===== config.mk =====
export PLATFORM = sky130hd
export DESIGN_NAME = mtc_top
export DESIGN_NICKNAME = d
export VERILOG_FILES = /design/src/pkg/mtc_pkg.sv /design/src/pkg/mtc_pin_if.sv /design/src/rtl/mtc_sync2.sv /design/src/rtl/mtc_top.sv
export VERILOG_INCLUDE_DIRS = /design/src /design/src/pkg
export SDC_FILE = /design/constraint.sdc
export NUM_CORES = 1
export LEC_CHECK = 0
export BUFFER_PORTS_ARGS = -buffer_cell sky130_fd_sc_hd__buf_2
export CAP_MARGIN = 10
export CORE_AREA = 2 2 327 232
export CTS_CLUSTER_DIAMETER = 150
export CTS_CLUSTER_SIZE = 40
export DETAILED_ROUTE_END_ITERATION = 10
export DIE_AREA = 0 0 329 234
export GPL_TIMING_DRIVEN = 0
export REMOVE_ABC_BUFFERS = 1
export SLEW_MARGIN = 5
export SYNTH_ARGS = -nofsm -noshare
export SYNTH_HDL_FRONTEND = slang
export SYNTH_HIERARCHICAL = 1
export SYNTH_SLANG_ARGS = --single-unit
export TNS_END_PERCENT = 10

===== constraint.sdc =====
create_clock -name hclk -period 13.35 [get_ports hclk]
set_input_delay 2.0025 -clock hclk [delete_from_list [all_inputs] [get_ports hclk]]
set_output_delay 2.0025 -clock hclk [all_outputs]
set_load 0.01 [all_outputs]

===== src/pkg/mtc_defines.svh =====
/*
  Offsets, field positions, reset values and timing counts of the
  measurement trigger control block. Assumes a 250 MHz hclk.
*/
`ifndef MTC_DEFINES_SVH
`define MTC_DEFINES_SVH
`define MTC_A_CTRL    8'h00
`define MTC_A_COUNT   8'h04
`define MTC_A_CMD     8'h08
`define MTC_A_STEP    8'h0C
`define MTC_A_LOWER   8'h10
`define MTC_A_UPPER   8'h14
`define MTC_A_PERIOD  8'h18
`define MTC_A_STATUS  8'h1C
`define MTC_A_TDIFF   8'h20
`define MTC_F_MODE    2:0
`define MTC_F_POL     3
`define MTC_F_VAR     4
`define MTC_F_ROLE    6:5
`define MTC_F_ENC     8:7
`define MTC_F_START   0
`define MTC_F_STOP    1
`define MTC_R_CTRL    9'h000
`define MTC_R_COUNT   14'h0001
`define MTC_R_STEP    32'h0000_0001
`define MTC_R_LOWER   32'h0000_0000
`define MTC_R_UPPER   32'hFFFF_FFFF
`define MTC_R_PERIOD  24'h00_0FA0
`define MTC_CLK_MHZ   250
`define MTC_EXP_OFS_NS 100
`define MTC_EXP_CYC ((`MTC_EXP_OFS_NS * `MTC_CLK_MHZ + 999) / 1000)
`endif


===== src/pkg/mtc_pkg.sv =====
/*
  Types of the measurement trigger control block.
  Assumes mtc_defines.svh for all numbers.
*/
package mtc_pkg;
  typedef enum logic [2:0] {
    M_NONE, M_LEVEL, M_EDGE, M_SOFT, M_ENC
  } mtc_mode_e;
  typedef enum logic [1:0] {R_LOCAL, R_MASTER, R_SLAVE} mtc_role_e;
endpackage


===== src/pkg/mtc_pin_if.sv =====
/*
  Carrier between the top and its input synchroniser.
  Assumes raw is driven from the sync input pin.
*/
`timescale 1ns/1ps
`default_nettype none
interface mtc_pin_if;
  logic raw;
  logic sync;
  modport sync_side (input raw, output sync);
  modport user      (output raw, input sync);
endinterface
`default_nettype wire


===== src/rtl/mtc_sync2.sv =====
/*
  Two flip-flop synchroniser for the sync input pin.
  Assumes the pin is asynchronous to hclk.
*/
`timescale 1ns/1ps
`default_nettype none
module mtc_sync2 (
  input wire logic     hclk,
  input wire logic     hresetn,
  input wire logic     ce,
  mtc_pin_if.sync_side pins
);
  logic meta_ff;
  logic sync_ff;

  always_ff @(posedge hclk or negedge hresetn) begin
    if (!hresetn) begin
      meta_ff <= 1'b0;
      sync_ff <= 1'b0;
    end else if (ce) begin
      meta_ff <= pins.raw;  // see RULE_21
      sync_ff <= meta_ff;
    end
  end

  assign pins.sync = sync_ff;
endmodule // mtc_sync2
`default_nettype wire


===== src/rtl/mtc_top.sv =====
/*
  Trigger and cycle synchronisation control of a measurement
  controller, with an AHB-Lite register slave.
  Assumes hclk at 250 MHz, encoder counts on hclk, sync pin async.
*/
// Operation
// RULE_01: Sync input pin serves as trigger input in electrical modes.
// RULE_02: After reset triggering is off and values flow every cycle.
// RULE_03: Trigger modes never change the measurement cycle rate.
// RULE_04: Gating applies alike to analog and digital output paths.
// RULE_05: Source holds each trigger pulse for at least 5 us.
// RULE_06: Level mode emits every cycle while input sits at active level.
// RULE_07: Level source keeps active and inactive phases one cycle each.
// RULE_08: Selected edge starts a burst of 1 to 16383 measurements.
// RULE_09: After a burst the analog output holds its last value.
// RULE_10: Start command launches a burst; stop command ends it early.
// RULE_11: Encoder mode triggers from one of three encoders per condition.
// RULE_12: Encoder triggers each step between lower and upper limit.
// RULE_13: Acquisition variant processes samples only after a valid trigger.
// RULE_14: Output variant computes every cycle, trigger only releases output.
// RULE_15: Both variants have identical trigger to output timing.
// RULE_16: Cycle start to trigger interval is emitted three cycles later.
// RULE_17: Cycle start precedes exposure end by a fixed 100 ns.
// RULE_18: Master drives sync output so followers run in step.
// RULE_19: Slave takes its cycle from sync input pulses.
// RULE_20: External sync source runs no slower than 0.110 to 0.370 kHz.
// RULE_21: Asynchronous inputs pass two flip-flops before any detection.
`timescale 1ns/1ps
`default_nettype none
`include "mtc_defines.svh"
module mtc_top import mtc_pkg::*; (
  input  wire logic        hclk,
  input  wire logic        hresetn,
  input  wire logic        ce,
  input  wire logic        hsel,
  input  wire logic [31:0] haddr,
  input  wire logic [1:0]  htrans,
  input  wire logic        hwrite,
  input  wire logic [2:0]  hsize,
  input  wire logic [31:0] hwdata,
  input  wire logic        hready,
  output logic      [31:0] hrdata,
  output logic             hreadyout,
  output logic             hresp,
  input  wire logic        sync_in,
  input  wire logic [31:0] enc_pos_0,
  input  wire logic [31:0] enc_pos_1,
  input  wire logic [31:0] enc_pos_2,
  output logic             sync_out,
  output logic             cyc_start,
  output logic             exp_end,
  output logic             acq_en,
  output logic             ana_out_en,
  output logic             dig_out_en,
  output logic             ana_hold,
  output logic             tdiff_valid,
  output logic      [23:0] tdiff
);
  localparam logic [7:0] EXP_CYC = 8'(`MTC_EXP_CYC);

  logic [8:0]  ctrl_ff;
  logic [13:0] count_ff;
  logic [31:0] step_ff;
  logic [31:0] lower_ff;
  logic [31:0] upper_ff;
  logic [23:0] period_ff;
  logic        dph_wr_ff;
  logic [7:0]  dph_addr_ff;
  logic [31:0] hrdata_ff;
  logic        sin_d_ff;
  logic [23:0] phase_ff;
  logic [23:0] nxt_phase;
  logic        cyc_start_ff;
  logic [7:0]  exp_cnt_ff;
  logic        exp_end_ff;
  logic        sync_out_ff;
  logic [32:0] target_ff;
  logic        pend_ff;
  logic [13:0] rem_ff;
  logic        acq_en_ff;
  logic        ana_out_en_ff;
  logic        dig_out_en_ff;
  logic        ana_hold_ff;
  logic        capv_ff;
  logic [23:0] cap_ff;
  logic        st_v_ff [2];
  logic [23:0] st_d_ff [2];
  logic        tdiff_valid_ff;
  logic [23:0] tdiff_ff;

  mtc_mode_e   mode;
  mtc_role_e   role;
  logic        pol;
  logic        sin_s;
  logic        act;
  logic        act_d;
  logic        edge_evt;
  logic        sync_rise;
  logic        tick;
  logic        acc;
  logic        sw_start;
  logic        sw_stop;
  logic [31:0] enc_pos;
  logic        enc_evt;
  logic        evt;
  logic        trig;
  logic        burst_go;
  logic [13:0] burst_load;
  logic        gate;
  logic [31:0] rd_data;

  mtc_pin_if pif ();
  assign pif.raw = sync_in;  // see RULE_01

  mtc_sync2 u_sync (
    .hclk    (hclk),
    .hresetn (hresetn),
    .ce      (ce),
    .pins    (pif.sync_side)
  );

  assign mode  = mtc_mode_e'(ctrl_ff[`MTC_F_MODE]);
  assign role  = mtc_role_e'(ctrl_ff[`MTC_F_ROLE]);
  assign pol   = ctrl_ff[`MTC_F_POL];
  assign sin_s = pif.sync;  // see RULE_21

  // Active level and selected edge share one polarity bit
  assign act       = pol ? sin_s : ~sin_s;
  assign act_d     = pol ? sin_d_ff : ~sin_d_ff;
  assign edge_evt  = act & ~act_d;  // see RULE_08
  assign sync_rise = sin_s & ~sin_d_ff;

  // Bus slave: zero wait states, always OKAY
  assign acc = hsel & htrans[1] & hready;
  assign sw_start = dph_wr_ff && dph_addr_ff == `MTC_A_CMD
                    && hwdata[`MTC_F_START];
  assign sw_stop  = dph_wr_ff && dph_addr_ff == `MTC_A_CMD
                    && hwdata[`MTC_F_STOP];

  always_ff @(posedge hclk or negedge hresetn) begin
    if (!hresetn) begin
      dph_wr_ff   <= 1'b0;
      dph_addr_ff <= 8'h00;
    end else if (ce) begin
      dph_wr_ff <= acc & hwrite;
      if (acc) begin
        dph_addr_ff <= haddr[7:0];
      end
    end
  end

  always_ff @(posedge hclk or negedge hresetn) begin
    if (!hresetn) begin
      ctrl_ff   <= `MTC_R_CTRL;  // see RULE_02
      count_ff  <= `MTC_R_COUNT;
      step_ff   <= `MTC_R_STEP;
      lower_ff  <= `MTC_R_LOWER;
      upper_ff  <= `MTC_R_UPPER;
      period_ff <= `MTC_R_PERIOD;
    end else if (ce && dph_wr_ff) begin
      case (dph_addr_ff)
        `MTC_A_CTRL:   ctrl_ff   <= hwdata[8:0];
        `MTC_A_COUNT:  count_ff  <= hwdata[13:0];
        `MTC_A_STEP:   step_ff   <= hwdata;
        `MTC_A_LOWER:  lower_ff  <= hwdata;
        `MTC_A_UPPER:  upper_ff  <= hwdata;
        `MTC_A_PERIOD: period_ff <= hwdata[23:0];
        default: ;
      endcase
    end
  end

  always_comb begin
    case (haddr[7:0])
      `MTC_A_CTRL:   rd_data = {23'h00_0000, ctrl_ff};
      `MTC_A_COUNT:  rd_data = {18'h0_0000, count_ff};
      `MTC_A_STEP:   rd_data = step_ff;
      `MTC_A_LOWER:  rd_data = lower_ff;
      `MTC_A_UPPER:  rd_data = upper_ff;
      `MTC_A_PERIOD: rd_data = {8'h00, period_ff};
      `MTC_A_STATUS: rd_data = {16'h0000, rem_ff, pend_ff,
                                ana_out_en_ff};
      `MTC_A_TDIFF:  rd_data = {8'h00, tdiff_ff};
      default:       rd_data = 32'h0000_0000;
    endcase
  end

  always_ff @(posedge hclk or negedge hresetn) begin
    if (!hresetn) begin
      hrdata_ff <= 32'h0000_0000;
    end else if (ce && acc && !hwrite) begin
      hrdata_ff <= rd_data;
    end
  end

  // Cycle timebase: own counter, or sync pulses in slave role
  assign tick = (role == R_SLAVE) ? sync_rise  // see RULE_19
              : (phase_ff >= period_ff - 24'h00_0001);  // see RULE_03
  // Saturate so a silent master cannot wrap the phase
  assign nxt_phase = tick ? 24'h00_0000
                   : (&phase_ff) ? phase_ff : phase_ff + 24'h00_0001;

  always_ff @(posedge hclk or negedge hresetn) begin
    if (!hresetn) begin
      sin_d_ff     <= 1'b0;
      phase_ff     <= 24'h00_0000;
      cyc_start_ff <= 1'b0;
      sync_out_ff  <= 1'b0;
    end else if (ce) begin
      sin_d_ff     <= sin_s;
      phase_ff     <= nxt_phase;
      cyc_start_ff <= tick;
      // Half-period high reaches the 5 us minimum only for periods of 2500 cycles or more
      sync_out_ff  <= (role == R_MASTER)
                      && nxt_phase < {1'b0, period_ff[23:1]};  // see RULE_18
    end
  end

  // Exposure end trails cycle start by a fixed offset
  always_ff @(posedge hclk or negedge hresetn) begin
    if (!hresetn) begin
      exp_cnt_ff <= 8'h00;
      exp_end_ff <= 1'b0;
    end else if (ce) begin
      exp_end_ff <= (exp_cnt_ff == EXP_CYC);  // see RULE_17
      if (tick) begin
        exp_cnt_ff <= 8'h01;
      end else if (exp_cnt_ff == EXP_CYC) begin
        exp_cnt_ff <= 8'h00;
      end else if (exp_cnt_ff != 8'h00) begin
        exp_cnt_ff <= exp_cnt_ff + 8'h01;
      end
    end
  end

  // Encoder trigger grid: lower, lower+step, ... up to upper
  always_comb begin
    case (ctrl_ff[`MTC_F_ENC])
      2'h1:    enc_pos = enc_pos_1;
      2'h2:    enc_pos = enc_pos_2;
      default: enc_pos = enc_pos_0;
    endcase
  end
  assign enc_evt = (mode == M_ENC) && enc_pos >= lower_ff
                   && enc_pos <= upper_ff
                   && {1'b0, enc_pos} >= target_ff;  // see RULE_12

  always_ff @(posedge hclk or negedge hresetn) begin
    if (!hresetn) begin
      target_ff <= 33'h0_0000_0000;
    end else if (ce) begin
      if (mode != M_ENC || enc_pos < lower_ff) begin
        target_ff <= {1'b0, lower_ff};
      end else if (enc_evt) begin
        target_ff <= target_ff + {1'b0, step_ff};  // see RULE_12
      end
    end
  end

  // Burst start events per mode
  assign evt = (mode == M_EDGE && edge_evt)  // see RULE_08
             | (mode == M_SOFT && sw_start)  // see RULE_10
             | enc_evt;  // see RULE_11
  assign trig = evt | (mode == M_LEVEL && edge_evt);
  assign burst_load = (mode == M_ENC || count_ff == 14'h0000)
                      ? 14'h0001 : count_ff;
  assign burst_go = (pend_ff | evt | rem_ff != 14'h0000) & ~sw_stop;

  always_comb begin
    case (mode)
      M_NONE:  gate = 1'b1;  // see RULE_02
      M_LEVEL: gate = act;  // see RULE_06
      M_EDGE:  gate = burst_go;
      M_SOFT:  gate = burst_go;
      M_ENC:   gate = burst_go;
      default: gate = 1'b1;
    endcase
  end

  // Event pending until the next cycle boundary; set wins over the stop clear, the boundary clear wins over set
  always_ff @(posedge hclk or negedge hresetn) begin
    if (!hresetn) begin
      pend_ff <= 1'b0;
    end else if (ce) begin
      // An event on the boundary itself is consumed by that boundary
      if (evt && !tick) begin
        pend_ff <= 1'b1;
      end else if (tick || sw_stop) begin
        pend_ff <= 1'b0;
      end
    end
  end

  always_ff @(posedge hclk or negedge hresetn) begin
    if (!hresetn) begin
      rem_ff <= 14'h0000;
    end else if (ce) begin
      if (sw_stop || mode == M_NONE || mode == M_LEVEL) begin
        rem_ff <= 14'h0000;  // see RULE_10
      end else if (tick) begin
        if (pend_ff || evt) begin
          rem_ff <= burst_load - 14'h0001;  // see RULE_08
        end else if (rem_ff != 14'h0000) begin
          rem_ff <= rem_ff - 14'h0001;
        end
      end
    end
  end

  // Gates change only on cycle boundaries, never the cycle rate
  always_ff @(posedge hclk or negedge hresetn) begin
    if (!hresetn) begin
      acq_en_ff     <= 1'b0;
      ana_out_en_ff <= 1'b0;
      dig_out_en_ff <= 1'b0;
      ana_hold_ff   <= 1'b0;
    end else if (ce && tick) begin
      // Same boundary for both variants keeps the latency equal
      acq_en_ff     <= ctrl_ff[`MTC_F_VAR] | gate;  // see RULE_13 RULE_14
      ana_out_en_ff <= gate;  // see RULE_04
      dig_out_en_ff <= gate;  // see RULE_15
      ana_hold_ff   <= ~gate;  // see RULE_09
    end
  end

  // Trigger time difference: first event per cycle is captured
  always_ff @(posedge hclk or negedge hresetn) begin
    if (!hresetn) begin
      capv_ff <= 1'b0;
      cap_ff  <= 24'h00_0000;
    end else if (ce) begin
      if (tick) begin
        capv_ff <= 1'b0;
      end else if (trig && !capv_ff) begin
        capv_ff <= 1'b1;
        cap_ff  <= phase_ff;  // see RULE_16
      end
    end
  end

  for (genvar i = 0; i < 2; i++) begin : g_tdiff
    always_ff @(posedge hclk or negedge hresetn) begin
      if (!hresetn) begin
        st_v_ff[i] <= 1'b0;
        st_d_ff[i] <= 24'h00_0000;
      end else if (ce && tick) begin
        if (i == 0) begin
          st_v_ff[i] <= capv_ff | trig;
          st_d_ff[i] <= capv_ff ? cap_ff : phase_ff;
        end else begin
          st_v_ff[i] <= st_v_ff[i-1];  // see RULE_16
          st_d_ff[i] <= st_d_ff[i-1];
        end
      end
    end
  end

  always_ff @(posedge hclk or negedge hresetn) begin
    if (!hresetn) begin
      tdiff_valid_ff <= 1'b0;
      tdiff_ff       <= 24'h00_0000;
    end else if (ce) begin
      tdiff_valid_ff <= tick & st_v_ff[1];
      if (tick && st_v_ff[1]) begin
        tdiff_ff <= st_d_ff[1];  // see RULE_16
      end
    end
  end

  assign hrdata      = hrdata_ff;
  assign hreadyout   = 1'b1;
  assign hresp       = 1'b0;
  assign sync_out    = sync_out_ff;
  assign cyc_start   = cyc_start_ff;
  assign exp_end     = exp_end_ff;
  assign acq_en      = acq_en_ff;
  assign ana_out_en  = ana_out_en_ff;
  assign dig_out_en  = dig_out_en_ff;
  assign ana_hold    = ana_hold_ff;
  assign tdiff_valid = tdiff_valid_ff;
  assign tdiff       = tdiff_ff;
endmodule // mtc_top
`default_nettype wire


==> impl_metrics.yaml, run 1 <==
status:
  status: "finished, final reports clean"
global_routing:
  met3_usage: 0.0463
  grt_util_met1: 0.293
  grt_start_max_net_pins: 109
  grtUsageMet2: 0.254
  grt.overflow.total: 0
  grt_antenna_before_repair: 9
  grt_usage: 0.185
  grt_first_pass_wirelength_um: 110000
  grt_pass1_vias: 17500
  busiest_layer: "met1"
sta:
  post-route-period-util: 0.583
  rsz0062_at_grt: "no"
  finClkSkew_ps: 28.2
  tightest_slew_ps: 1250
  hold_violations: 0
  fmax_mhz: 128
  final.setup.tns_ps: 0
  slew_headroom: 0.168
  finalSetupViolCount: 0
  fin_crit_ps: 7780
  setup_slack_ps: 5570
  slew_viol_final: 0
power_and_ir_drop:
  p_per_area_nw_per_um2: 95.2
  peakVddDrop_v: 0.0000800
  power_leakage_nw: 12.8
  power_mw: 2.48
drt:
  ant_nets: 0
  vias_per_cell: 5.24
  drc: 0
  first_pass_iters: 5
  detail_route.wl_per_cell_um: 19.8
  drt_wl_total_um: 71900
  first_iter_violations: 1885
  num_vias: 19100
die:
  die-area_um2: 77000
  die_w_um: 329
  core_area_um2: 74100
  floorplan.initialDensity: 0.317
  die_h_um: 234
  fp-row-count: 84
  io_pins: 238
place:
  hpwl_um: 55700
  placed_cell_area_um2: 25700
  place_congestion: 0.899
  portBuffers: 207
  pre_cts_ws_ps: 5150
hold_path:
  min_path_type: "reg -> reg"
logic_synthesis:
  synth_seq_cells: 373
  synthAdderAreaFrac: 0.0978
  ys_async_sr_fraction: 1.00
  ys.warnings.count: 6
  synth_simple_gate_area_share: 0.152
  netlist-cell-type-count: 89
  synthMuxAreaShare: 0.115
  synth_xor_xnor_area_share: 0.0257
  ys.flop_type: "dfrtp_1"
  synth_top_family_by_area: "compound AO/OA/AOI/OAI gates"
  synth_edf_count: 0
  syn_area_um2: 23500
  synth-seq-area-share: 0.400
  syn-instance-count: 2519
  synth_compound_area_frac: 0.163
  synth.avg_cell_area_um2: 9.32
clock_network:
  cts_hold_buf: 0
  cts_buffers: 13
  cts_tree: "built"
  cts.sinks: 373
  clockBufferDepth: 3
  clkLatencyLatePin_ps: 550
  htreeDepth: 1
  ctsRootBufferMaster: "clkbuf_16"
  postCtsSetupRepairBufs: 0
  post_cts_resized: 0
  clkTransAtPathRegs_ps: 160
critical_path:
  cp.required_ps: 13830
  crit_type: "in -> reg"
  start_kind: "input pin"
  crit_path_end_kind: "flop"
  arrival_ps: 8260
  cp_max_fo: 14
job:
  drv_cap: 0
finish:
  n_fill_cell: 7621
  finish.instance_area_um2: 26100
  drive_above_1_share: 0.185
  nNetsFinal: 2994
  area_growth_pct: 11.0
[worst max-delay path, stage by stage]
cell and delay [ps]:
buf_2 80, a22oi_1 80, o21ai_0 920, ha_1 430, nand4_1 150, or4_1 190
a21oi_1 110, nor4b_1 560, a21oi_1 200, o211ai_4 480, nand2_2 380, and3_1 310
a31oi_1 150, ha_1 500, nand2b_1 220, or3_1 420, or3_1 390, nor4_2 190
xnor2_1 90, mux2_2 260, o2bb2ai_1 140
[cell usage after synthesis (9+ instances only)]
master	instances	area (µm²)
o31ai_1	10	75.1
inv_1	150	563
nor3_1	39	195
a31oi_1	11	68.8
nand2b_1	16	100
a21oi_1	127	636
mux2_2	129	1450
o211ai_1	14	105
a221oi_1	18	158
nand2_1	377	1420
dfstp_2	40	1050
mux4_2	16	360
nand4_1	40	250
a211oi_1	15	113
a21o_1	27	203
clkbuf_1	96	360
o2bb2ai_1	14	123
o21ai_0	262	1310
nor2b_1	10	62.6
xor2_1	23	201
or4_1	9	67.6
o221ai_1	12	105
and3_1	14	87.6
nand3_1	42	210
or3_1	16	100
ha_1	182	2280
dfrtp_1	333	8330
mux2_4	19	285
buf_2	11	55.1
nor2_1	154	578
mux2i_1	60	601
xnor2_1	46	403
a22oi_1	37	278
[power by group]
group	switching (mW)	internal, mW
combinational	0.359	0.259
clock	0.382	0.192
sequential	0.0910	1.20
[final timing paths]
| check | depth (start not counted) | endpoint | start | slack (ps) |
|---|---|---|---|---|
| worst max-delay path | 21 | rem_ff[12] | enc_pos_2[11] | 5570 |
| worst min-delay path | 2 | st_d_ff[21] | st_d_ff[45] | 470 |
| worst max register to register | 22 | rem_ff[12] | ctrl_ff[7] | 5640 |
| worst min register to register | 2 | st_d_ff[21] | st_d_ff[45] | 470 |
| max in group asynchronous | 3 | hrdata[22] | hresetn | 10390 |
| min in group asynchronous | 1 | exp_cnt_ff[4] | hresetn | 1400 |
[flip-flops by register name, summed over array words and instances, names as in the netlist, 2 cells and up]
name         cells
phase_ff        24
tdiff           24
dph_addr_ff      8
cap_ff          24
rem_ff          14
st_v_ff          2
ctrl_ff          9
count_ff        14
st_d_ff         48
upper_ff        32
hrdata          32
exp_cnt_ff       8
target_ff       33
lower_ff        32
step_ff         32
period_ff       24
[final cells by class]
cell class | count | area, µm² | share of cell area
multi-input combinational | 1872 | 13100 | 0.501
clock buffer | 19 | 348 | 0.0133
antenna | 3 | 7.51 | 0.000288
sequential | 373 | 9390 | 0.360
inverter | 150 | 563 | 0.0216
timing repair buffer | 229 | 1440 | 0.0553
tap | 989 | 1240 | 0.0475
clock inverter | 2 | 32.5 | 0.00125
[cell families (layout without fill, tap and decap cells)]
| logic type | Yosys count | count (layout) |
|---|---|---|
| simple gates | 778 | 778 |
| compound gates | 616 | 616 |
| fa+ha+maj | 183 | 183 |
| mux | 224 | 224 |
| flops | 373 | 373 |
| xor+xnor | 69 | 69 |
| buf+inv | 274 | 400 |
| other cells | 2 | 5 |
[cells in the final DEF (no fill, tap or decap), types with 10 or more instances in the layout]
master     Yosys  layout
o21ai_0      262     261
a31oi_1       11      11
mux2i_1       60      60
clkbuf_16      0      13
nor3_1        39      39
nand2_1      377     376
xor2_1        23      23
mux4_2        16      16
a22oi_1       37      37
a211oi_1      15      15
mux2_2       129     129
o2bb2ai_1     14      14
o211ai_1      14      14
mux2_4        19      19
dfrtp_1      333     332
o221ai_1      12      12
dfstp_2       40      40
a21oi_1      127     127
inv_1        150     150
a221oi_1      18      18
o31ai_1       10      10
nor2b_1       10      10
and3_1        14      14
buf_2         11     205
nand3_1       42      42
nand2b_1      16      15
nand4_1       40      40
nor2_1       154     149
ha_1         182     180
a21o_1        27      27
xnor2_1       46      46
or3_1         16      16
[metal layers]
| layer | share of wire | vias up |
|---|---|---|
| met5 | 0.00076 | - |
| met4 | 0.013 | 10 |
| met3 | 0.087 | 60 |
| met2 | 0.40 | 578 |
| met1 | 0.50 | 9189 |
| li1 | - | 9218 |
[through the flow]
stage               hold slack [ps]  utilization  cells
global route                    510        0.352   3634
global placement                449        0.340   3591
finish                          473        0.352   3637
floorplan                       439            -   2395
CTS                             482        0.352   3634
detailed placement              448        0.347   3613
No activity file was read; power rests on OpenSTA's default activity.
==> run 2: changes to the inputs <==
- clock period: 13.35 -> 7.75 ns (I/O delays scaled with it)
==> run 2 against run 1 <==
Compared with the run above:
- non-clock buffer count did not move
- combinational power up 73%
- sequential share of layout area about the same
- clock power increased by 72%
- core utilization is essentially flat
- hold slack got worse by 1.8 ps
- flip-flop and latch count stayed put
- largest cell class unchanged
- clock-buffer cell count is the same
==> impl_metrics.yaml, run 2 (synthesis results as in run 1) <==
critical_path:
  r2r_slack_ps: 590
  crit_type: "reg -> reg"
  cp-startpoint: "ctrl_ff[7]"
  slowest_delay_ps: 860
  crit_path_end_kind: "flop"
  start_kind: "flop"
  slowest_stage: "a2111oi_1"
  crit_chain: "inv_1 -> ha_4 -> a22oi_1 -> o21ai_0 -> ha_1 -> a21oi_1 -> o21ai_0 -> a2111oi_1 -> o211ai_1 -> a31o_1 -> o211ai_4 -> nand2_2 -> and3_1 -> a31oi_1 -> ha_1 -> nand2b_1 -> or3_1 -> or3_1 -> nor4_2 -> xnor2_1 -> mux2_2 -> o2bb2ai_1"
  r2r-start: "ctrl_ff[7]"
  cp_max_fo: 32
  r2r_end: "rem_ff[12]"
  arrival_ps: 7640
  ff2ff_path_depth: 22
  cp.required_ps: 8230
sta:
  finClkSkew_ps: 29.3
  rsz0062_at_grt: "no"
  fin_crit_ps: 7160
  setup_slack_ps: 586
  post-route-period-util: 0.924
  hold_violations: 0
  finalSetupViolCount: 0
  fmax_mhz: 140
  slew_headroom: 0.162
  slew_viol_final: 0
  tightest_slew_ps: 1260
clock_network:
  cts.sinks: 373
  ctsRootBufferMaster: "clkbuf_16"
  cts_hold_buf: 0
  cts_buffers: 13
  htreeDepth: 1
  clkLatencyLatePin_ps: 550
  postCtsSetupRepairBufs: 0
  cts_tree: "built"
  clockBufferDepth: 3
  clkTransAtPathRegs_ps: 160
die:
  io_pins: 238
  core_area_um2: 74100
  die_h_um: 234
  die-area_um2: 77000
  fp-row-count: 84
  die_w_um: 329
  floorplan.initialDensity: 0.317
drt:
  drc: 0
  detail_route.wl_per_cell_um: 19.8
  first_iter_violations: 1790
  num_vias: 19000
  vias_per_cell: 5.23
  ant_nets: 0
  drt_wl_total_um: 72100
  first_pass_iters: 5
finish:
  area_growth_pct: 11.1
  seqCellArea_um2: 9390
  layout_commonest_cell: "nand2_1"
  fin_util: 0.352
  layout_common_cells: "nand2_1 (376), dfrtp_1 (332), o21ai_0 (258)"
  nNetsFinal: 2994
  drive_above_1_share: 0.185
  multi_input_area_um2: 13100
  largest_register_ffs: 48
  n_fill_cell: 7625
  largestRegisters: "st_d_ff x48, target_ff x33"
  finish.instance_area_um2: 26100
  largest_register: "st_d_ff"
global_routing:
  grt.overflow.total: 0
  grt_antenna_before_repair: 9
  grt_pass1_vias: 17500
  grt_start_max_net_pins: 109
  grt_first_pass_wirelength_um: 110000
  grt_usage: 0.185
job:
  drv_cap: 0
hold_path:
  min_path_type: "reg -> reg"
  worstHoldPathCells: 2
  whs_endpoint: "st_d_ff[21]"
  hp-start: "st_d_ff[45]"
power_and_ir_drop:
  p_per_area_nw_per_um2: 164
  power_leakage_nw: 12.8
  peakVddDrop_v: 0.000138
place:
  pre_cts_ws_ps: 266
  placed_cell_area_um2: 25700
  portBuffers: 207
  place_congestion: 0.899
  hpwl_um: 55700
status:
  status: "finished, final reports clean"
==> run 2: cell counts in the layout (fill, tap and decap cells not counted) <==
Identical to the previous run, type by type.
==> run 2: repair_timing <==
item | CTS | global route
resized for setup | 0 | 6
endpoints found under the setup margin | 0 | 3
endpoints found under the hold margin | 0 | 0
==> run 2: through the flow <==
stage          hold WS [ps]  total power [mW]  std cells  TNS, ps
2_1_floorplan           439              2.92       2395        0
3_5_place_dp            448              3.30       3613        0
5_1_grt                 510              4.52       3634        0
3_3_place_gp            449              3.27       3591  -777920
6_report                471              4.28       3637        0
4_1_cts                 482              4.29       3634        0
==> run 2: worst max-delay path, delay by kind of cell (launching register included) <==
| family | cells | cell delay, ps |
|---|---|---|
| AOI/OAI and AO/OA | 10 | 2870 |
| and+or+nand+nor | 6 | 1920 |
| adders and majority gates | 3 | 1330 |
| DFF | 1 | 470 |
| muxes | 1 | 260 |
| buffers and inverters | 1 | 120 |
| xor gates and xnor gates | 1 | 90 |
==> run 2: layout make-up <==
class,count,area share
tap,989,0.0474
timing repair buffer,229,0.0552
clock inverter,2,0.00125
inverter,150,0.0216
clock buffer,19,0.0133
antenna,3,0.000288
multi-input combinational,1872,0.501
sequential,373,0.360
==> run 2: worst max-delay path by stage <==
stage,end,cells past startpoint
after global placement,hrdata[20],1
after CTS,rem_ff[12],22
after floorplan,rem_ff[12],21
after detailed placement,rem_ff[12],22
final,rem_ff[12],22
after global routing,rem_ff[12],22
==> run 2: power breakdown <==
part	internal (mW)	switching, mW
logic	0.449	0.621
registers	2.06	0.157
clock network	0.330	0.657
==> run 2: metal layers <==
layer | GRT usage | vias to the layer above | wire length [µm]
met3 | 0.0463 | 54 | 5860
met4 | 0.0230 | 10 | 754
li1 | - | 9222 | -
met5 | 0 | - | 55
met1 | 0.293 | 9167 | 36700
met2 | 0.254 | 561 | 28700
==> run 3: changes to the inputs <==
- CORE_AREA: 2 2 327 232 -> 2 2 250 178
- DIE_AREA: 0 0 329 234 -> 0 0 252 180
- PLACE_DENSITY: unset -> 0.75
==> run 3 against run 2 <==
Compared with the run above:
- via count is 5.8% higher
- setup slack worse by 360 ps
- maximum frequency down 4.7%
- critical path type unchanged
- first-iteration DRC count grew 25%
- highest routed layer unchanged
- clock-buffer cell count fell by 1
- hold slack gained 15 ps
==> impl_metrics.yaml, run 3 (synthesis results as in run 1) <==
sta:
  fin_crit_ps: 7520
  tightest_slew_ps: 1160
  slew_viol_final: 0
  slew_headroom: 0.206
  hold_violations: 0
  finClkSkew_ps: 52.3
  post-route-period-util: 0.970
  finalSetupViolCount: 0
  rsz0062_at_grt: "no"
  final.setup.tns_ps: 0
  fmax_mhz: 133
drt:
  drc: 0
  ant_nets: 0
  detail_route.wl_per_cell_um: 22.0
  first_pass_iters: 8
  drt_wl_total_um: 70700
  vias_per_cell: 6.27
  first_iter_violations: 2232
  num_vias: 20100
die:
  die_h_um: 180
  core_area_um2: 43100
  io_pins: 238
  floorplan.initialDensity: 0.545
  fp-row-count: 64
  die_w_um: 252
  die-area_um2: 45400
place:
  hpwl_um: 53900
  portBuffers: 207
  place_congestion: 0.959
clock_network:
  postCtsSetupRepairBufs: 0
  cts.sinks: 373
  clockBufferDepth: 3
  htreeDepth: 1
  ctsRootBufferMaster: "clkbuf_16"
  clkTransAtPathRegs_ps: 150
  cts_hold_buf: 0
  post_cts_resized: 0
  cts_tree: "built"
  clkLatencyLatePin_ps: 580
  cts_buffers: 13
finish:
  drive_above_1_share: 0.186
  seqCellArea_um2: 9380
  layout_common_cells: "nand2_1 (375), dfrtp_1 (333), o21ai_0 (261)"
  largest_register_ffs: 48
  largest_register: "st_d_ff"
  area_growth_pct: 9.04
  nNetsFinal: 2997
  layout_commonest_cell: "nand2_1"
  largestRegisters: "st_d_ff x48, target_ff x33"
  multi_input_area_um2: 13000
  n_fill_cell: 3730
job:
  drv_cap: 0
global_routing:
  grt_pass1_vias: 18900
  grtUsageMet2: 0.444
  grt_util_met1: 0.477
  grt_antenna_before_repair: 3
  busiest_layer: "met1"
  grt.overflow.total: 0
  grt_usage: 0.307
  grt_start_max_net_pins: 116
  grt_first_pass_wirelength_um: 110000
  met3_usage: 0.0484
critical_path:
  arrival_ps: 8000
  cp_max_fo: 32
  start_kind: "flop"
  crit_type: "reg -> reg"
  crit_path_end_kind: "flop"
  slowest_stage: "a221oi_1"
  cpMostUsedCell: "o21ai_0"
  cp.required_ps: 8240
  crit_chain: "inv_1 -> ha_2 -> a22oi_1 -> o21ai_0 -> ha_1 -> a21oi_1 -> o21ai_0 -> a221oi_1 -> o21ai_0 -> a31o_1 -> o211ai_4 -> nand2_2 -> and3_1 -> a31oi_1 -> ha_1 -> nand2b_1 -> or3_1 -> or3_1 -> nor4_2 -> xnor2_1 -> mux2_2 -> o2bb2ai_1"
  slowest_delay_ps: 730
power_and_ir_drop:
  power_leakage_nw: 12.9
  power_mw: 4.27
  peakVddDrop_v: 0.000149
  p_per_area_nw_per_um2: 167
status:
  status: "finished, final reports clean"
hold_path:
  min_path_type: "reg -> reg"
==> run 3: stage by stage <==
stage / setup slack [ps] / utilization / hold WS, ps / instances / cell area (µm²)
floorplan: 1830 / - / 439 / 2395 / 23000
global placement: -1740 / 0.573 / 449 / 3163 / 24700
detailed placement: 155 / 0.585 / 452 / 3187 / 25200
CTS: 76.4 / 0.594 / 487 / 3206 / 25600
global route: 52.6 / 0.594 / 508 / 3207 / 25600
finish: 231 / 0.594 / 486 / 3211 / 25600
==> run 3: final cells by class <==
| type | count | share of cell area |
|---|---|---|
| multi-input combinational | 1872 | 0.510 |
| sequential | 373 | 0.366 |
| timing repair buffer | 232 | 0.0595 |
| tap | 561 | 0.0274 |
| inverter | 150 | 0.0220 |
| clock buffer | 18 | 0.0134 |
| clock inverter | 1 | 0.00117 |
| antenna | 4 | 0.000391 |
==> run 3: where the power goes <==
| part | internal [mW] | switching, mW | total, mW |
|---|---|---|---|
| Combinational | 0.458 | 0.643 | 1.10 |
| Clock | 0.325 | 0.632 | 0.957 |
| Sequential | 2.06 | 0.146 | 2.21 |
==> run 3: worst max-delay path: cells and delay by family, from the launching register on <==
family / cells / cell delay (ps)
compound gates: 10 / 3080
xor+xnor: 1 / 100
fa+ha+maj: 3 / 1490
buf+inv: 1 / 80
flops: 1 / 450
mux: 1 / 260
simple gates: 6 / 1930
==> run 3: path summary, 6_finish.rpt <==
| path | startpoint | endpoint | slack, ps | depth (start not counted) |
|---|---|---|---|---|
| min in group asynchronous | hresetn | exp_cnt_ff[7] | 550 | 1 |
| worst max-delay path | ctrl_ff[7] | rem_ff[12] | 230 | 22 |
| worst max register to register | ctrl_ff[7] | rem_ff[12] | 230 | 22 |
| worst min register to register | st_d_ff[22] | st_d_ff[22] | 490 | 2 |
| max in group asynchronous | hresetn | lower_ff[26] | 6160 | 2 |
| worst min-delay path | st_d_ff[22] | st_d_ff[22] | 490 | 2 |
==> run 3: layer usage <==
metal / routed length [µm] / up-vias
met1: 33000 / 9919
met2: 29800 / 885
met5: 15 / -
met4: 1800 / 2
met3: 6030 / 93
li1: - / 9218
